**config.mk**
```make
export PLATFORM = sky130hd
export DESIGN_NAME = dsq_sequencer
export DESIGN_NICKNAME = d
export VERILOG_FILES = /design/src/dsq_pkg.sv /design/src/dsq_sequencer.sv
export VERILOG_INCLUDE_DIRS = /design/src
export SDC_FILE = /design/constraint.sdc
export NUM_CORES = 1
export LEC_CHECK = 0
export ABC_AREA = 1
export ABC_CLOCK_PERIOD_IN_PS = 3150
export BUFFER_PORTS_ARGS = -buffer_cell sky130_fd_sc_hd__buf_4
export CAP_MARGIN = 20
export CORE_AREA = 2 2 237 216
export CTS_CLUSTER_DIAMETER = 200
export CTS_CLUSTER_SIZE = 25
export DETAILED_ROUTE_END_ITERATION = 12
export DIE_AREA = 0 0 239 218
export GPL_TIMING_DRIVEN = 1
export SYNTH_ARGS = -nofsm -noshare
export SYNTH_HDL_FRONTEND = slang
export SYNTH_SLANG_ARGS = --single-unit
```
**constraint.sdc**
```tcl
create_clock -name mclk_in -period 3.15 [get_ports mclk_in]
set_input_delay 0.315 -clock mclk_in [delete_from_list [all_inputs] [get_ports mclk_in]]
set_output_delay 0.315 -clock mclk_in [all_outputs]
set_load 0.005 [all_outputs]
```
**src/dsq_consts.svh**
```systemverilog
`ifndef DSQ_CONSTS_SVH
`define DSQ_CONSTS_SVH

// Clock rate and timing
`define DSQ_CLK_PERIOD_PS 4000
`define DSQ_STROBE_GAP_NS 1000
`define DSQ_STROBE_GAP_CYC ((`DSQ_STROBE_GAP_NS * 1000 + `DSQ_CLK_PERIOD_PS - 1) / `DSQ_CLK_PERIOD_PS)

// Holdoff ramp counts
`define DSQ_MIN_RAMPS 2
`define DSQ_MIN_RAMPS_FAST 1
`define DSQ_LEAD_MIN 1
`define DSQ_LEAD_MAX 2

// Trigger source codes {sel2, sel1, sel0}
`define DSQ_SRC_CH1 3'h6
`define DSQ_SRC_CH2 3'h5
`define DSQ_SRC_CH3 3'h2
`define DSQ_SRC_CH4 3'h1
`define DSQ_SRC_LINE 3'h7

// Status register bit positions
`define DSQ_ST_TRIG1 0
`define DSQ_ST_GATE1 1
`define DSQ_ST_TRIG2 2
`define DSQ_ST_GATE2 3
`define DSQ_ST_DELAY 4
`define DSQ_ST_HOLDOFF 5
`define DSQ_ST_TRIG_SEEN 6
`define DSQ_ST_SWEEP_DONE 7
`define DSQ_ST_WIDTH 8

// Intensity scaling shift for reference times number
`define DSQ_DAC_SHIFT 8

`endif

```
**src/dsq_pkg.sv**
```systemverilog
`default_nettype none
package dsq_pkg;
  typedef enum logic [1:0] {DSQ_HOLDOFF, DSQ_ARMED, DSQ_SWEEP} dsq_state_e;
  typedef logic [2:0] dsq_src_t;
endpackage
`default_nettype wire

```
**src/dsq_sequencer.sv**
```systemverilog
`include "dsq_consts.svh"
`default_nettype none

// Summary of operation
// - Trigger source changes only during holdoff
// - Tracking mode follows channels unless auto/chop
// - Ramp threshold drives ramp reset low
// - Threshold crossing increments holdoff ramp counter
// - Ramps repeat until counter reaches holdoff count
// - At least two ramps except fastest sweep
// - Count reached drops holdoff, arming sweep
// - First sweep gate rising raises holdoff
// - Delay select picks reference per mode, sequence
// - Status register tracks trigger and sweep activity
// - Each strobe shifts one status bit out
// - Horizontal selects choose intensity composition
// - Added currents scale reference by stored numbers
// - Blank low unblanks, high blanks beam
// - Text window active until lead ramps remain
// - Readout drives all selects high
// - Calibrator tick divided per sweep setting
// - Zoom output switches tenfold magnified gain
// - Text request switches selects to readout three enabled clocks later, after its synchroniser
// - In readout, blank follows text blank input
module dsq_sequencer #(
  parameter int HOLD_CNT_W = 4,
  parameter int NUM_W = 8,
  parameter int CAL_W = 25
) (
  input wire logic mclk_in,
  input wire logic rst_n_in,
  input wire logic clk_en_in,
  input wire logic ramp_at_threshold_in,
  input wire logic first_trigger_seen_n_in,
  input wire logic first_sweep_gate_n_in,
  input wire logic second_trigger_gate_n_in,
  input wire logic second_sweep_gate_n_in,
  input wire logic delay_reached_n_in,
  input wire logic status_shift_strobe_in,
  input wire logic text_request_n_in,
  input wire logic text_blank_in,
  input wire logic [HOLD_CNT_W-1:0] holdoff_count_in,
  input wire logic [1:0] readout_lead_in,
  input wire logic fastest_sweep_in,
  input wire logic channel_tracking_trigger_mode_in,
  input wire logic automatic_level_mode_in,
  input wire logic chop_mode_in,
  input wire logic [3:0] channel_select_in,
  input wire logic [2:0] trig_source_req_in,
  input wire logic horiz_first_req_in,
  input wire logic horiz_second_req_in,
  input wire logic delay_ref_alternate_in,
  input wire logic delay_ref_fixed_in,
  input wire logic chop_blank_in,
  input wire logic [NUM_W-1:0] base_display_intensity_in,
  input wire logic [NUM_W-1:0] text_intensity_in,
  input wire logic [NUM_W-1:0] intensity_reference_current_in,
  input wire logic [NUM_W-1:0] first_sweep_number_in,
  input wire logic [NUM_W-1:0] second_sweep_number_in,
  input wire logic zoom_in,
  input wire logic [CAL_W-1:0] cal_half_period_in,
  output logic sweep_hold_off_out,
  output logic ramp_cycle_reset_n_out,
  output logic [2:0] trig_source_out,
  output logic delay_ref_select_out,
  output logic status_serial_out,
  output logic [NUM_W:0] intensity_current_out,
  output logic blank_out,
  output logic text_window_active_n_out,
  output logic horiz_select_first_out,
  output logic horiz_select_second_out,
  output logic vert_select_ch_one_n_out,
  output logic vert_select_ch_two_n_out,
  output logic vert_select_ch_three_n_out,
  output logic vert_select_ch_four_n_out,
  output logic tenfold_zoom_out,
  output logic calibrator_tick_out
);

  initial begin
    if (HOLD_CNT_W < 2 || NUM_W < 1 || CAL_W < 2) begin
      $error("dsq_sequencer: parameter out of range");
    end
  end

  localparam int NSYNC = 9;
  // Synchronisers start at each pin's idle level so reset release shows no false edge
  localparam logic [NSYNC-1:0] SYNC_IDLE = 9'h0BE;
  localparam int GAP_W = 16;
  localparam logic [GAP_W-1:0] GAP_CYC = GAP_W'(`DSQ_STROBE_GAP_CYC);

  function automatic dsq_pkg::dsq_src_t chan_src(input logic [3:0] sel,
                                                 input dsq_pkg::dsq_src_t dflt);
    dsq_pkg::dsq_src_t s;
    s = dflt;
    if (sel[0]) begin
      s = `DSQ_SRC_CH1;
    end else if (sel[1]) begin
      s = `DSQ_SRC_CH2;
    end else if (sel[2]) begin
      s = `DSQ_SRC_CH3;
    end else if (sel[3]) begin
      s = `DSQ_SRC_CH4;
    end
    return s;
  endfunction

  // Two-stage synchronisers for every asynchronous pin
  logic [NSYNC-1:0] async_in;
  logic [NSYNC-1:0] meta_q;
  logic [NSYNC-1:0] sync_q;
  assign async_in = {text_blank_in, text_request_n_in, status_shift_strobe_in,
                     delay_reached_n_in, second_sweep_gate_n_in, second_trigger_gate_n_in,
                     first_sweep_gate_n_in, first_trigger_seen_n_in, ramp_at_threshold_in};

  genvar gi;
  generate
    for (gi = 0; gi < NSYNC; gi++) begin : g_sync
      always_ff @(posedge mclk_in or negedge rst_n_in) begin
        if (!rst_n_in) begin
          meta_q[gi] <= SYNC_IDLE[gi];
          sync_q[gi] <= SYNC_IDLE[gi];
        end else if (clk_en_in) begin
          meta_q[gi] <= async_in[gi];
          sync_q[gi] <= meta_q[gi];
        end
      end
    end
  endgenerate

  logic ramp_s, trig1_n_s, gate1_n_s, trig2_n_s, gate2_n_s, delay_n_s, strobe_s, req_n_s, tblank_s;
  assign {tblank_s, req_n_s, strobe_s, delay_n_s, gate2_n_s, trig2_n_s, gate1_n_s, trig1_n_s,
          ramp_s} = sync_q;

  // Edge history
  logic ramp_prev_q, gate1_prev_q, strobe_prev_q;
  always_ff @(posedge mclk_in or negedge rst_n_in) begin
    if (!rst_n_in) begin
      ramp_prev_q <= 1'b0;
      gate1_prev_q <= 1'b1;
      strobe_prev_q <= 1'b0;
    end else if (clk_en_in) begin
      ramp_prev_q <= ramp_s;
      gate1_prev_q <= gate1_n_s;
      strobe_prev_q <= strobe_s;
    end
  end
  logic ramp_rise, gate1_rise, gate1_fall, strobe_rise;
  assign ramp_rise = ramp_s & ~ramp_prev_q;
  assign gate1_rise = gate1_n_s & ~gate1_prev_q;
  assign gate1_fall = ~gate1_n_s & gate1_prev_q;
  assign strobe_rise = strobe_s & ~strobe_prev_q;

  // Holdoff target: fastest sweep may use a single ramp
  logic [HOLD_CNT_W-1:0] target;
  logic [HOLD_CNT_W-1:0] min_ramps;
  logic [HOLD_CNT_W-1:0] lead;
  assign min_ramps = fastest_sweep_in ? HOLD_CNT_W'(`DSQ_MIN_RAMPS_FAST)
                                      : HOLD_CNT_W'(`DSQ_MIN_RAMPS);
  assign target = (holdoff_count_in < min_ramps) ? min_ramps : holdoff_count_in;
  assign lead = (readout_lead_in >= 2'(`DSQ_LEAD_MAX)) ? HOLD_CNT_W'(`DSQ_LEAD_MAX)
                                                      : HOLD_CNT_W'(`DSQ_LEAD_MIN);

  dsq_pkg::dsq_state_e state_q;
  logic [HOLD_CNT_W-1:0] ramp_cnt_q;
  logic hold_off_q;
  logic ramp_reset_n_q;

  // Holdoff and sweep sequencing
  always_ff @(posedge mclk_in or negedge rst_n_in) begin
    if (!rst_n_in) begin
      state_q <= dsq_pkg::DSQ_HOLDOFF;
      ramp_cnt_q <= '0;
      hold_off_q <= 1'b1;
    end else if (clk_en_in) begin
      unique case (state_q)
        dsq_pkg::DSQ_HOLDOFF: begin
          if (ramp_rise) begin
            ramp_cnt_q <= ramp_cnt_q + 1'b1;
            if (ramp_cnt_q + 1'b1 >= target) begin
              state_q <= dsq_pkg::DSQ_ARMED;
              hold_off_q <= 1'b0;
            end
          end
        end
        dsq_pkg::DSQ_ARMED: begin
          if (gate1_fall) begin
            state_q <= dsq_pkg::DSQ_SWEEP;
          end
        end
        dsq_pkg::DSQ_SWEEP: begin
          if (gate1_rise) begin
            state_q <= dsq_pkg::DSQ_HOLDOFF;
            hold_off_q <= 1'b1;
            ramp_cnt_q <= '0;
          end
        end
      endcase
    end
  end

  // Discharge while threshold seen; outside holdoff the capacitor stays discharged
  always_ff @(posedge mclk_in or negedge rst_n_in) begin
    if (!rst_n_in) begin
      ramp_reset_n_q <= 1'b0;
    end else if (clk_en_in) begin
      ramp_reset_n_q <= (state_q == dsq_pkg::DSQ_HOLDOFF) && !ramp_rise && !ramp_s;
    end
  end

  // Readout window closes a ramp or two early so text never hides the trigger point
  logic text_win_n_q;
  always_ff @(posedge mclk_in or negedge rst_n_in) begin
    if (!rst_n_in) begin
      text_win_n_q <= 1'b1;
    end else if (clk_en_in) begin
      text_win_n_q <= !((state_q == dsq_pkg::DSQ_HOLDOFF) &&
                        ({1'b0, ramp_cnt_q} + {1'b0, lead} < {1'b0, target}));
    end
  end

  // Trigger source moved only in holdoff; delay reference moved in holdoff or at the sweep end
  logic [2:0] src_q;
  logic dref_q;
  logic tracking;
  assign tracking = channel_tracking_trigger_mode_in && !automatic_level_mode_in &&
                    !chop_mode_in;
  always_ff @(posedge mclk_in or negedge rst_n_in) begin
    if (!rst_n_in) begin
      src_q <= `DSQ_SRC_CH1;
      dref_q <= 1'b0;
    end else if (clk_en_in) begin
      if (state_q == dsq_pkg::DSQ_HOLDOFF) begin
        src_q <= tracking ? chan_src(channel_select_in, trig_source_req_in)
                          : trig_source_req_in;
      end
      if (gate1_rise && state_q == dsq_pkg::DSQ_SWEEP) begin
        dref_q <= delay_ref_alternate_in ? ~dref_q : delay_ref_fixed_in;
      end else if (!delay_ref_alternate_in && state_q == dsq_pkg::DSQ_HOLDOFF) begin
        dref_q <= delay_ref_fixed_in;
      end
    end
  end

  // Status register; sticky bits favour the set over the snapshot clear
  logic [`DSQ_ST_WIDTH-1:0] status_q;
  logic [`DSQ_ST_WIDTH-1:0] shift_q;
  logic [GAP_W-1:0] gap_q;
  logic serial_q;
  logic first_strobe;
  assign first_strobe = strobe_rise && (gap_q >= GAP_CYC);
  always_ff @(posedge mclk_in or negedge rst_n_in) begin
    if (!rst_n_in) begin
      status_q <= '0;
    end else if (clk_en_in) begin
      status_q[`DSQ_ST_TRIG1] <= ~trig1_n_s;
      status_q[`DSQ_ST_GATE1] <= ~gate1_n_s;
      status_q[`DSQ_ST_TRIG2] <= ~trig2_n_s;
      status_q[`DSQ_ST_GATE2] <= ~gate2_n_s;
      status_q[`DSQ_ST_DELAY] <= ~delay_n_s;
      status_q[`DSQ_ST_HOLDOFF] <= hold_off_q;
      status_q[`DSQ_ST_TRIG_SEEN] <= ~trig1_n_s ||
                                     (status_q[`DSQ_ST_TRIG_SEEN] && !first_strobe);
      status_q[`DSQ_ST_SWEEP_DONE] <= gate1_rise ||
                                      (status_q[`DSQ_ST_SWEEP_DONE] && !first_strobe);
    end
  end

  // Strobe gap marks the start of a fresh read sequence
  always_ff @(posedge mclk_in or negedge rst_n_in) begin
    if (!rst_n_in) begin
      gap_q <= '1;
    end else if (clk_en_in) begin
      if (strobe_rise) begin
        gap_q <= '0;
      end else if (gap_q != '1) begin
        gap_q <= gap_q + 1'b1;
      end
    end
  end

  always_ff @(posedge mclk_in or negedge rst_n_in) begin
    if (!rst_n_in) begin
      shift_q <= '0;
      serial_q <= 1'b0;
    end else if (clk_en_in) begin
      if (first_strobe) begin
        serial_q <= status_q[0];
        shift_q <= status_q >> 1;
      end else if (strobe_rise) begin
        serial_q <= shift_q[0];
        shift_q <= shift_q >> 1;
      end
    end
  end

  // Display selects, intensity and blanking
  logic readout;
  assign readout = ~req_n_s;
  logic hs1_q, hs2_q, blank_q, zoom_q;
  logic [3:0] vs_n_q;
  logic [NUM_W:0] intensity_current_out_q;
  logic [2*NUM_W-1:0] add1, add2;
  assign add1 = intensity_reference_current_in * first_sweep_number_in;
  assign add2 = intensity_reference_current_in * second_sweep_number_in;
  logic hs1_d, hs2_d;
  assign hs1_d = readout | horiz_first_req_in;
  assign hs2_d = readout | horiz_second_req_in;

  always_ff @(posedge mclk_in or negedge rst_n_in) begin
    if (!rst_n_in) begin
      hs1_q <= 1'b0;
      hs2_q <= 1'b0;
      vs_n_q <= '1;
      blank_q <= 1'b1;
      zoom_q <= 1'b0;
    end else if (clk_en_in) begin
      hs1_q <= hs1_d;
      hs2_q <= hs2_d;
      vs_n_q <= readout ? 4'hF : ~channel_select_in;
      blank_q <= readout ? tblank_s : chop_blank_in;
      zoom_q <= zoom_in;
    end
  end

  always_ff @(posedge mclk_in or negedge rst_n_in) begin
    if (!rst_n_in) begin
      intensity_current_out_q <= '0;
    end else if (clk_en_in) begin
      unique case ({hs1_d, hs2_d})
        2'h0: intensity_current_out_q <= {1'b0, base_display_intensity_in};
        2'h1: intensity_current_out_q <= {1'b0, base_display_intensity_in} +
                          {1'b0, add1[`DSQ_DAC_SHIFT +: NUM_W]};
        2'h2: intensity_current_out_q <= {1'b0, base_display_intensity_in} +
                          {1'b0, add2[`DSQ_DAC_SHIFT +: NUM_W]};
        2'h3: intensity_current_out_q <= {1'b0, text_intensity_in};
      endcase
    end
  end

  // Calibrator: square wave, half period set per sweep speed
  logic [CAL_W-1:0] cal_cnt_q;
  logic cal_q;
  always_ff @(posedge mclk_in or negedge rst_n_in) begin
    if (!rst_n_in) begin
      cal_cnt_q <= '0;
      cal_q <= 1'b0;
    end else if (clk_en_in) begin
      if (cal_cnt_q + 1'b1 >= cal_half_period_in) begin
        cal_cnt_q <= '0;
        cal_q <= ~cal_q;
      end else begin
        cal_cnt_q <= cal_cnt_q + 1'b1;
      end
    end
  end

  assign sweep_hold_off_out = hold_off_q;
  assign ramp_cycle_reset_n_out = ramp_reset_n_q;
  assign trig_source_out = src_q;
  assign delay_ref_select_out = dref_q;
  assign status_serial_out = serial_q;
  assign intensity_current_out = intensity_current_out_q;
  assign blank_out = blank_q;
  assign text_window_active_n_out = text_win_n_q;
  assign horiz_select_first_out = hs1_q;
  assign horiz_select_second_out = hs2_q;
  assign {vert_select_ch_four_n_out, vert_select_ch_three_n_out,
          vert_select_ch_two_n_out, vert_select_ch_one_n_out} = vs_n_q;
  assign tenfold_zoom_out = zoom_q;
  assign calibrator_tick_out = cal_q;

  a_src_holdoff_only: assert property (@(posedge mclk_in) disable iff (!rst_n_in)
    (clk_en_in && $past(state_q) != dsq_pkg::DSQ_HOLDOFF) |-> $stable(src_q))
    else $error("trigger source changed outside holdoff");
  a_ramp_reset_low: assert property (@(posedge mclk_in) disable iff (!rst_n_in)
    (clk_en_in && ramp_rise) |=> !ramp_cycle_reset_n_out)
    else $error("ramp reset not driven low at threshold");
  a_count_increments: assert property (@(posedge mclk_in) disable iff (!rst_n_in)
    (clk_en_in && ramp_rise && state_q == dsq_pkg::DSQ_HOLDOFF) |=>
    ramp_cnt_q == $past(ramp_cnt_q) + 1'b1 || state_q == dsq_pkg::DSQ_ARMED)
    else $error("ramp counter did not step");
  a_holdoff_min_ramps: assert property (@(posedge mclk_in) disable iff (!rst_n_in)
    ($fell(hold_off_q) && !$past(fastest_sweep_in)) |->
    ramp_cnt_q >= HOLD_CNT_W'(`DSQ_MIN_RAMPS))
    else $error("holdoff ended before two ramps");
  a_holdoff_rises: assert property (@(posedge mclk_in) disable iff (!rst_n_in)
    (clk_en_in && gate1_rise && state_q == dsq_pkg::DSQ_SWEEP) |=>
    sweep_hold_off_out && ramp_cnt_q == '0)
    else $error("holdoff not raised at sweep end");
  a_window_closed: assert property (@(posedge mclk_in) disable iff (!rst_n_in)
    !hold_off_q |=> text_window_active_n_out)
    else $error("text window open outside holdoff");
  a_readout_selects: assert property (@(posedge mclk_in) disable iff (!rst_n_in)
    (clk_en_in && readout) |=> horiz_select_first_out && horiz_select_second_out &&
    vs_n_q == 4'hF && blank_out == $past(tblank_s))
    else $error("readout did not take the selects");
  a_shift_one_bit: assert property (@(posedge mclk_in) disable iff (!rst_n_in)
    (clk_en_in && strobe_rise && !first_strobe) |=> status_serial_out == $past(shift_q[0]))
    else $error("strobe did not shift the next bit");

endmodule

`default_nettype wire

```
=== Word level (Yosys, flattened, before mapping) ===
Cells that the tools add are included.

* Logic and storage cells: 148
* Bits in registers: 110
* Bits of input ports: 100
* Output and inout bits: 26

* $mul: 2
* Bitwise operators: 18
* Equality and inequality tests: 10
* $lt $le $gt $ge: 6
* Reduce and logical (&&, ||, !) cells: 33
* Muxes and demuxes: 33
* Add/sub/neg operators: 6

{| class="wikitable"
|+ Operator list
! operator !! count
|-
| $pmux 9 s4 || 1
|-
| $mul 8x8->16 || 2
|-
| $mux 16 || 2
|-
| $add 25x1->25 const B || 1
|-
| $ge 25x25->1 || 1
|-
| $mux 25 || 1
|-
| $add 8x8->9 || 2
|-
| $add 16x1->16 const B || 1
|-
| $ge 16x8->1 const B || 1
|-
| $mux 4 || 4
|-
| $mux 8 || 2
|-
| $ne 16x16->1 const B || 1
|-
| $mux 3 || 5
|-
| $mux 2 || 6
|-
| $not 1->1 || 11
|-
| $logic_and 1x1->1 || 10
|-
| $reduce_and 2->1 || 5
|-
| $reduce_and 5->1 || 2
|-
| $mux 1 || 9
|-
| $ne 2x2->1 const B || 4
|-
| $pmux 4 s2 || 1
|-
| $reduce_bool 2->1 || 4
|-
| $logic_not 1->1 || 7
|-
| $eq 2x2->1 const B || 3
|-
| other kinds (15) || 22
|}

=== Logic depth before layout (Yosys ltp) ===
Gate-level depths: netlist of run 1.

* Depth after elaboration: 7
* Gate-level depth with buffers: 33
* Mapped depth without buffers: 31

=== Least setup slack after synthesis of run 1 ===
No wires, ideal clock.

* Path kind: input port to flip-flop
* Start point: input port intensity_reference_current_in[2]
* End point: register intensity_current_out_q[6], in the netlist intensity_current_out[6]
* Path buffers: 2
* Setup time: 0.116 ns
* Stages on the path: 30
* Path slack: -2.041 ns
* Required time: 3.034 ns
* Arrival time: 5.074 ns
* Path through: clkbuf_1 > clkbuf_1 > nand2_1 > inv_1 > fa_1 > fa_1 > fa_1 > inv_1 > fa_1 > inv_1 > ha_1 > a21oi_1 > o21a_1 > nand2_1 > and2_1 > o21ai_1 > nand2_1 > fa_1 > inv_1 > nand2_1 > nand2_1 > nand2_1 > nand2_1 > nand2_1 > nand2_1 > nand2_1 > nand2_1 > o21ai_0 > nand2_1 > nand2_1

* Word-level cells in the longest chain between the ends: 3
* Elaborated cells between the ends (all ways): 5
* Classes of those cells: add/sub: 2; mul: 2; mux: 1

{| class="wikitable"
|+ RTL lines
! element !! line !! text
|-
| from (decl) || dsq_sequencer.sv:57 || <nowiki>input wire logic [NUM_W-1:0] intensity_reference_current_in,</nowiki>
|-
| $mul 8x8->16, on equally long branches || dsq_sequencer.sv:305, dsq_sequencer.sv:304 ||
|-
| $add 8x8->9, on equally long branches || dsq_sequencer.sv:334, dsq_sequencer.sv:332 ||
|-
| $pmux 9 s4 * || dsq_sequencer.sv:330 || <nowiki>unique case ({hs1_d, hs2_d})</nowiki>
|-
| to (signal assigned) || dsq_sequencer.sv:331 || <nowiki>2'h0: intensity_current_out_q <= {1'b0, base_display_intensity_in};</nowiki>
|-
| to (signal assigned) || dsq_sequencer.sv:332 || <nowiki>2'h1: intensity_current_out_q <= {1'b0, base_display_intensity_in} +</nowiki>
|-
| to (signal assigned) || dsq_sequencer.sv:334 || <nowiki>2'h2: intensity_current_out_q <= {1'b0, base_display_intensity_in} +</nowiki>
|-
| to (decl) || dsq_sequencer.sv:302 || <nowiki>logic [NUM_W:0] intensity_current_out_q;</nowiki>
|}

Every way passes the cells marked *; elsewhere a longest branch is shown, timed or not.
A chain may end at the register's enable or synchronous reset.

=== Worst setup path in the final report of run 1 ===
* Start point: input port intensity_reference_current_in[3]
* End point: register intensity_current_out_q[6], in the netlist intensity_current_out[6]

Same word-level chain as after synthesis.

==> out/results.txt, run 1 <==
Minimum clock period after layout: 4.39 ns
Detail Route Antenna Nets: 0
CTS tree: yes
Core ar.: 49800 um^2
Slowest-stage cell, CP: fa_1
Initial antenna violation count: 1
Clk buf depth: 2
Clock slew at reported path FFs: 0.09 ns
Num ports: 126
Sink Count: 109
Reg-to-Reg End: intensity_current_out[6]
R2R Path Start: req_n_s
Routed WL: 33000 um
Vias in the first global route: 11300
PD cells: 591 nW/um^2
Vias: 11100
Mean Syn Cell Area: 6.92 um^2
Min setup slack post-route: -1.24 ns
Multi-input logic area: 8010 um^2
Max-Cap Viols: 0
Crit-path max FO: 7
Leakage power: 0.00827 uW
Library cells used by synthesis: 51
Critical Path RT: 3.41 ns
Share of layout cells above drive strength 1: 23.1%
Area growth syn-to-layout: 29.6%
First-pass GRT wire length: 55200 um
VDD IR max: 0.000327 V
Setup violators final: 9
Violated checks: setup timing
Fin area: 15300 um^2
Register area: 2780 um^2
Tcrit/Tclk final: 139%
Commonest cells after routing, fill and taps aside: nand2_1 (490), inv_1 (328), buf_4 (203)
Vias/cell: 4.36
Crit path top cell by count: nand2_1
Crit end category: register
Later-pin clock latency in the skew report: 0.38 ns
Largest net degree at the start of global routing: 67
HP Class: input pin to asynchronous set/reset pin
Clock Tree Root: clkbuf_16
Crit start category: input pin
Top cells by area, synth: nand2_1 (17%), dfrtp_1 (15%), ha_1 (13%), fa_1 (12%), inv_1 (11%)
Total grt overflow: 0
Yosys Warn Count: 0
Fin. max-slew vios: 0
Routed WL per cell: 13.0 um
Die height: 218 um
H-tree Lvls: 3
Most common cell after layout, fill and taps aside: nand2_1
DRT iter0 DRCs: 513
Final Net Count: 2190
Worst Path Arrival: 4.65 ns
Die Area: 52100 um^2
Relative slew slack: 37.2%
PortBufs: 124
Yosys top cell area share: 16.5%
Initial Util: 23.7%
FF-to-FF setup slack: 0.20 ns
Gr usage total: 13.0%
CP max stage delay: 0.58 ns
FMAX: 228 MHz
Post-Place Setup Slack: -1.78 ns
Detail Placement HPWL: 26400 um
Hold slack: 0.0642 ns
FF+latch count, synth: 109
Leading area contributor after synthesis: nand2_1
Seq/Total Area, Yosys: 23.5%
Filler cell count: 5352
Placed Area: 14200 um^2
Drt pass-1 iters: 5
Hold_buf cts: 0
Post-synthesis cell count: 1706
Final Non-Filler Cells: 2544
Clock skew: 0.0127 ns
Final Hold Fails: 0
Unrepaired setup endpoints after global routing: yes
Inst Count DP: 2510
Status: finished with violations
R2R depth: 22
TritonCTS Buffers: 9
Gpl congestion: 0.908
DRC: 0
Die Width: 239 um
# rows: 78
Worst slew pin tran: 0.943 ns
Synthesized cell area: 11800 um^2
Net Count, Synth: 1998
CP Class: input pin to register
## per-layer routing
metal	GRT usage, %	wire, um	vias to the layer above	part of all wire, %
met5	0	0	-	0
met4	2.02	351	0	1.1
met2	21.1	14700	224	45
li1	-	-	5614	-
met3	2.42	1620	34	4.9
met1	18.3	16300	5228	49
## power breakdown
group	internal [uW]	leakage, uW	switching (uW)
Clock	694	0.000162	570
Sequential	1710	0.00129	213
Combinational	2710	0.00682	3130
## critical path: cells and delay by family
family,cells,cell delay [ns]
simple gates,14,0.95
buf+inv,6,0.37
fa+ha+maj,6,2.68
compound gates,4,0.33
## stage by stage
stage                     utilization (%)  total power (uW)  setup TNS, ns
after detailed placement             28.6              7070         -14.62
after global routing                 30.7              9950         -11.77
after global placement               28.6              6970         -14.05
final                                30.7              9030          -9.87
after CTS                            30.4              8860          -9.84
after floorplan                         -              5290         -11.69
## how the worst max path moves through the flow
stage | start | endpoint | slack, ns | cells after the start
3_5_place_dp | intensity_reference_current_in[1] | intensity_current_out[4] | -1.78 | 27
3_3_place_gp | intensity_reference_current_in[2] | intensity_current_out[6] | -1.73 | 28
4_1_cts | first_sweep_number_in[7] | intensity_current_out[6] | -1.25 | 29
5_1_grt | intensity_reference_current_in[3] | intensity_current_out[6] | -1.50 | 28
6_report | intensity_reference_current_in[3] | intensity_current_out[6] | -1.24 | 30
2_1_floorplan | intensity_reference_current_in[3] | intensity_current_out[6] | -1.47 | 30
## state kept, by name, indices dropped and copies added, names as in the netlist, 2 cells and up
signal	cells
vs_n_q	4
intensity_current_out	9
trig_source_out	3
shift_q	7
cal_cnt_q	25
meta_q	9
status_q	8
gap_q	16
ramp_cnt_q	4
state_q	2
## layout make-up
cell class              instances  area share (%)
clock buffers                  12            1.74
diodes                          1          0.0164
inverters                     363            8.93
well taps                     640            5.24
repair buffers                233            13.2
clock inverters                 4           0.385
flip-flops and latches        109            18.1
multi-input cells            1182            52.4
## synthesized netlist by cell type, drive strengths merged
| library cell | count |
|---|---|
| a21boi | 2 |
| a21o | 3 |
| a21oi | 58 |
| a311oi | 3 |
| a31o | 1 |
| a31oi | 5 |
| and2 | 1 |
| and3 | 1 |
| buf | 16 |
| clkbuf | 36 |
| clkinv | 1 |
| dfrtp | 71 |
| dfstp | 38 |
| fa | 72 |
| ha | 120 |
| inv | 362 |
| nand2 | 525 |
| nand3 | 75 |
| nand3b | 10 |
| nand4 | 18 |
| nor2 | 127 |
| nor3 | 18 |
| nor4 | 2 |
| o2111ai | 1 |
| o211ai | 6 |
| o21a | 3 |
| o21ai | 87 |
| o21bai | 1 |
| o221a | 1 |
| o22ai | 11 |
| o311ai | 1 |
| or2 | 2 |
| xnor2 | 5 |
| xor2 | 23 |
## timing repair
action,4_1_cts,5_1_grt
buffers inserted,13,3
endpoints found under the setup margin,9,27
resized for setup,107,34
cloned,4,0
pin swaps,53,41
## cells by family after synthesis
family                     after synthesis  synth area share [%]
and+or+nand+nor                        779                  27.2
buffers and inverters                  415                  13.5
DFF                                    109                  23.5
AOI/OAI and AO/OA                      183                  8.71
xor gates and xnor gates                28                  2.08
adders and majority gates              192                  24.9
Note: power is estimated with default switching activity, not from simulation.
==> inputs of run 2 (changes only) <==
--- a/config.mk
+++ b/config.mk
@@ -12,4 +12,5 @@
 export CAP_MARGIN = 20
 export CORE_AREA = 2 2 237 216
+export CTS_BUF_LIST = sky130_fd_sc_hd__clkbuf_8
 export CTS_CLUSTER_DIAMETER = 200
 export CTS_CLUSTER_SIZE = 25
==> constraint.sdc (replaced) <==
create_clock -name mclk_in -period 3.15 [get_ports mclk_in]
set_input_delay 0.315 -clock mclk_in [delete_from_list [all_inputs] [get_ports mclk_in]]
set_output_delay 0.315 -clock mclk_in [all_outputs]
set_load 0.05 [all_outputs]
==> run 2 against run 1 <==
The run still ends with setup timing left. Utilization up 0.058 points. Flip-flop and latch count unchanged. Largest power group unchanged. Fmax barely moved. Highest routed layer unchanged. Combinational power is 10% higher. Clock skew rose by 0.0068 ns. Total power grew 3.4%. Clock power down 23%. Cell count stayed put. First-iteration DRC count up 16%. Clock-buffer cell count did not move. Non-clock buffer count is the same. Critical endpoint is now intensity_current_out[5]. Die area stayed put.
==> out/results.txt, run 2 (synthesized netlist as in run 1, its figures left out) <==
Status: finished with violations
Violated checks: setup timing
FMAX: 228 MHz (about the same)
Fin. max-slew vios: 0 (unchanged)
CTS tree: yes
Top reg by flops: cal_cnt_q
Reg-to-Reg End: intensity_current_out[6]
First-pass GRT wire length: 55000 um (-0.35%)
Clock Tree Root: clkbuf_8
Num ports: 126 (unchanged)
Clk buf depth: 2 (unchanged)
Min setup slack post-route: -1.24 ns (+0.000350 ns)
Core ar.: 49800 um^2 (unchanged)
Die height: 218 um (unchanged)
Tcrit/Tclk final: 139% (about the same)
Relative slew slack: 36.6% (-0.54 points)
R2R depth: 22 (unchanged)
H-tree Lvls: 3 (unchanged)
Crit path top cell by count: nand2_1
Detail Placement HPWL: 26400 um (unchanged)
CP max stage delay: 0.56 ns (-0.02 ns)
Clock skew: 0.0196 ns (+0.00684 ns)
Later-pin clock latency in the skew report: 0.41 ns (+0.03 ns)
Vias/cell: 4.36 (about the same)
DRT iter0 DRCs: 597 (+16%)
Drt pass-1 iters: 4 (-1)
Commonest cells after routing, fill and taps aside: nand2_1 (488), inv_1 (325), buf_4 (205)
CP Class: input pin to register
Slowest-stage cell, CP: fa_1
Share of layout cells above drive strength 1: 24.3% (+1.2 points)
Unrepaired setup endpoints after global routing: yes
Initial antenna violation count: 1 (unchanged)
FF-to-FF setup slack: 0.19 ns (about the same)
Die Width: 239 um (unchanged)
Detail Route Antenna Nets: 0 (unchanged)
TritonCTS Buffers: 9 (unchanged)
Setup violators final: 9 (unchanged)
Gpl congestion: 0.908 (unchanged)
HP Class: input pin to asynchronous set/reset pin
Most common cell after layout, fill and taps aside: nand2_1
Sink Count: 109 (unchanged)
Routed WL: 32900 um (-0.23%)
Setup TNS Final: -9.54 ns (+0.334 ns)
Final Hold Fails: 0 (unchanged)
R2R Path Start: req_n_s
Vias in the first global route: 11300 (-0.16%)
Final Power: 9340 uW (+3.4%)
Routed WL per cell: 12.9 um (-0.23%)
Critical Path RT: 3.45 ns (+0.04 ns)
Max-Cap Viols: 0 (unchanged)
Worst Path Arrival: 4.69 ns (+0.04 ns)
Crit-path max FO: 6 (-1)
Crit start category: input pin
Area growth syn-to-layout: 29.8%
Final Net Count: 2190 (unchanged)
Minimum clock period after layout: 4.39 ns (-0.000350 ns)
Worst slew pin tran: 0.951 ns (+0.00816 ns)
PD cells: 610 nW/um^2 (+3.2%)
PortBufs: 124 (unchanged)
Initial Util: 23.7% (unchanged)
Clock slew at reported path FFs: 0.13 ns (+0.04 ns)
VDD IR max: 0.000390 V (+19%)
Leakage power: 0.00824 uW (-0.33%)
# rows: 78 (unchanged)
Die Area: 52100 um^2 (unchanged)
Setup crit start: intensity_reference_current_in[1]
Largest register FFs: 25 (unchanged)
Largest net degree at the start of global routing: 67 (unchanged)
DRC: 0 (unchanged)
Crit end category: register
Vias: 11100 (-0.072%)
Total grt overflow: 0 (unchanged)
Top Registers: cal_cnt_q x25, gap_q x16
Gr usage total: 13.0% (-0.030 points)
[run 2: changes by cell type in the layout (fill, tap and decap cells not counted), moves of 3 or more]
| cell | change |
|---|---|
| clkbuf_16 | -9 |
| inv_1 | -3 |
| clkbuf_8 | +9 |
| a21oi_2 | +4 |
| nand3_1 | -4 |
| a21oi_1 | -4 |
| ha_4 | +3 |
| nand3_2 | +3 |
[run 2: cell type report]
class                      instances  area, um^2
sequential                       109        2780
fill                            5343       34500
multi-input combinational       1182        8130
inverter                         363        1370
antenna                            1        2.50
clock inverter                     4        58.8
clock buffer                      12         165
timing repair buffer             233        2020
tap                              640         801
[run 2: per-stage QoR]
step	utilization, %	instances	setup WS (ns)	hold WS, ns	cell area (um^2)
after floorplan	-	1706	-1.47	0.0194	12100
after global placement	28.6	2510	-1.73	0.452	14200
after detailed placement	28.6	2510	-1.78	0.453	14200
after CTS	30.2	2539	-1.19	0.0365	15000
after global routing	30.8	2544	-1.44	0.0522	15300
final	30.8	2544	-1.24	0.0145	15300
[run 2: what timing repair did]
item / in CTS / in global routing
setup endpoints to repair: 9 / 27
pin swaps: 53 / 45
gates cloned: 4 / 0
hold buffers: 0 / 0
buffers inserted: 12 / 6
resized for setup: 106 / 66
[run 2: worst max-delay path: cells and delay by family]
family	cells	cell delay, ns
buffers and inverters	7	0.44
and+or+nand+nor	13	1.03
AOI/OAI and AO/OA	3	0.27
adders and majority gates	6	2.61
[run 2: power breakdown]
part	switching, uW	total [uW]	leakage (uW)	internal [uW]
Sequential	213	1930	0.00129	1710
Combinational	3610	6440	0.00684	2830
Clock	528	973	0.000116	445
[run 2: worst max-delay path by stage]
stage                                     to  slack, ns
finish              intensity_current_out[5]      -1.24
global route        intensity_current_out[6]      -1.44
CTS                 intensity_current_out[6]      -1.19
detailed placement  intensity_current_out[4]      -1.78
global placement    intensity_current_out[6]      -1.73
floorplan           intensity_current_out[6]      -1.47
[run 2: routing by layer]
metal | vias to the layer above | global-route usage (%) | wire length, um
li1 | 5619 | - | -
met1 | 5250 | 18.3 | 16500
met2 | 200 | 21.0 | 14800
met3 | 23 | 2.42 | 1380
met4 | 0 | 1.79 | 246
met5 | - | 0 | 0
==> inputs of run 3 (changes only) <==
Settings changed: CORE_AREA 2 2 237 216 to 2 2 149 136, DIE_AREA 0 0 239 218 to 0 0 151 138, PLACE_DENSITY from default to 0.83.
==> run 3 against run 2 <==
The run still ends with setup timing left. Largest power group unchanged. Combinational power hardly changed. Non-clock buffer count fell by 7. Total power is 0.85% higher. Cell count fell by 15%.
==> out/results.txt, run 3 (synthesized netlist as in run 1, its figures left out) <==
Placed Area: 13700 um^2 (-3.5%)
Largest net degree at the start of global routing: 60 (-10%)
VDD IR max: 0.000521 V (+34%)
Sink Count: 109 (unchanged)
Crit path top cell by count: nand2_1
Clock Tree Root: clkbuf_8
Unrepaired setup endpoints after global routing: yes
# rows: 49 (-37%)
Total grt overflow: 0 (unchanged)
R2R Path Start: req_n_s
Routed WL per cell: 14.7 um (+14%)
Detail Route Antenna Nets: 0 (unchanged)
Clock network fraction of design power: 10.6% (+0.2 points)
Fin. max-slew vios: 0 (unchanged)
Setup crit start: first_sweep_number_in[7]
PortBufs: 124 (unchanged)
Die Area: 20800 um^2 (-60%)
DRT iter0 DRCs: 858 (+44%)
CTS tree: yes
Gr usage total: 30.1% (+17 points)
Area growth syn-to-layout: 24.6%
Setup TNS Final: -10.11 ns (-0.565 ns)
Register area: 2780 um^2 (unchanged)
Reg power frac: 20.7% (about the same)
Commonest cells after routing, fill and taps aside: nand2_1 (491), inv_1 (328), buf_4 (206)
Later-pin clock latency in the skew report: 0.38 ns (-0.03 ns)
Crit-path max FO: 5 (-1)
Initial antenna violation count: 0 (-1)
Die Width: 151 um (-37%)
Detail Placement HPWL: 24000 um (-9.1%)
Vias/cell: 5.40 (+24%)
DRC: 0 (unchanged)
Filler cell count: 1404 (-74%)
Vias: 11600 (+4.7%)
Minimum clock period after layout: 4.46 ns (+0.0762 ns)
H-tree Lvls: 3 (unchanged)
Num ports: 126 (unchanged)
Switching power: 4450 uW (+2.4%)
Initial Util: 60.5% (+37 points)
Final Net Count: 2183 (-0.32%)
Max-Cap Viols: 0 (unchanged)
Vias in the first global route: 11500 (+2.0%)
Leakage power: 0.00818 uW (-0.74%)
First-pass GRT wire length: 51700 um (-6.0%)
Worst Path Arrival: 4.76 ns (+0.07 ns)
Relative slew slack: 57.5% (+21 points)
Die height: 138 um (-37%)
Final Power: 9420 uW (+0.85%)
Sw Share: 47.3% (+0.69 points)
Core ar.: 19500 um^2 (-61%)
TritonCTS Buffers: 9 (unchanged)
FMAX: 224 MHz (-1.7%)
Power Internal: 4970 uW (-0.46%)
Crit end category: register
Finished Core Util: 75.4% (+45 points)
Crit start category: input pin
Setup violators final: 9 (unchanged)
Slowest-stage cell, CP: fa_1
Multi-input logic area: 8140 um^2 (+0.11%)
Drt pass-1 iters: 5 (+1)
Antenna fix cells: 0 (-1)
Routed WL: 31700 um (-3.7%)
Largest register FFs: 25 (unchanged)
Top reg by flops: cal_cnt_q
Clk buf depth: 2 (unchanged)
Tcrit/Tclk final: 142% (+2.4 points)
Min-Delay Startpoint: channel_select_in[0]
Clock skew: 0.00922 ns (-0.0104 ns)
Min setup slack post-route: -1.31 ns (-0.0762 ns)
Violated checks: setup timing
Critical Path RT: 3.44 ns (about the same)
PD cells: 641 nW/um^2 (+5.1%)
Fin area: 14700 um^2 (-4.0%)
Gpl congestion: 0.950 (+4.7%)
Most common cell after layout, fill and taps aside: nand2_1
Final Hold Fails: 0 (unchanged)
CP max stage delay: 0.54 ns (-0.02 ns)
Worst slew pin tran: 0.637 ns (-0.314 ns)
Top Registers: cal_cnt_q x25, gap_q x16
Combinational share of power: 68.7% (-0.3 points)
Clock slew at reported path FFs: 0.12 ns (about the same)
HP Class: input pin to register
Status: finished with violations
CP Class: input pin to register
Share of layout cells above drive strength 1: 23.6% (-0.65 points)
[run 3: final timing paths]
kind / endpoint / cells after the start / slack [ns]
setup reg to reg: intensity_current_out[6] / 22 / 0.20
min in group asynchronous: cal_cnt_q[23] / 2 / 0.46
hold / removal: vs_n_q[0] / 2 / 0.1
setup / recovery: intensity_current_out[6] / 29 / -1.31
max in group asynchronous: meta_q[7] / 3 / 1.89
hold reg to reg: gate2_n_s / 2 / 0.47
[run 3: area by class of cell]
class / count / share of cell area, %
Inverter: 363 / 9.28
Clock inverter: 7 / 0.791
Multi-Input combinational cell: 1182 / 55.3
Timing Repair Buffer: 226 / 12.7
Tap cell: 255 / 2.17
Clock buffer: 9 / 0.842
Sequential cell: 109 / 18.9
[run 3: layer usage]
| layer | part of all wire [%] | global-route usage, % | vias to the layer above | routed length (um) |
|---|---|---|---|---|
| met4 | 1.7 | 5.46 | 0 | 546 |
| met5 | 0 | 0 | - | 0 |
| li1 | - | - | 5597 | - |
| met3 | 7.2 | 5.21 | 64 | 2280 |
| met2 | 49 | 51.7 | 437 | 15500 |
| met1 | 42 | 40.4 | 5514 | 13400 |
[run 3: per-stage QoR]
| stage | hold WS (ns) | std cells | setup slack [ns] |
|---|---|---|---|
| global placement | 0.334 | 2122 | -1.73 |
| CTS | 0.0867 | 2145 | -1.21 |
| finish | 0.0956 | 2151 | -1.31 |
| floorplan | 0.0194 | 1706 | -1.47 |
| detailed placement | 0.338 | 2122 | -1.77 |
| global route | 0.0828 | 2151 | -1.53 |
[run 3: critical path, delay by kind of cell]
kind	cells	cell delay, ns
AOI/OAI and AO/OA	4	0.50
adders and majority gates	6	2.56
buffers and inverters	5	0.37
and+or+nand+nor	14	1.03
[run 3: repair_timing]
| action | 4_1_cts | 5_1_grt |
|---|---|---|
| buffers inserted | 5 | 6 |
| resized for setup | 73 | 66 |
| pin swaps | 32 | 38 |
| endpoints found under the hold margin | 34 | 0 |
| cloned | 1 | 2 |
| hold buffers | 1 | 0 |
| endpoints found under the setup margin | 9 | 35 |
[run 3: power groups by stage]
stage                     Sequential [uW]  Combinational [uW]  Clock (uW)
after global placement               1950                5130           0
after floorplan                      2240                3380           0
final                                1950                6470        1000
after detailed placement             1960                5300           0
after global routing                 1980                7080        1060
after CTS                            1940                5740        1010
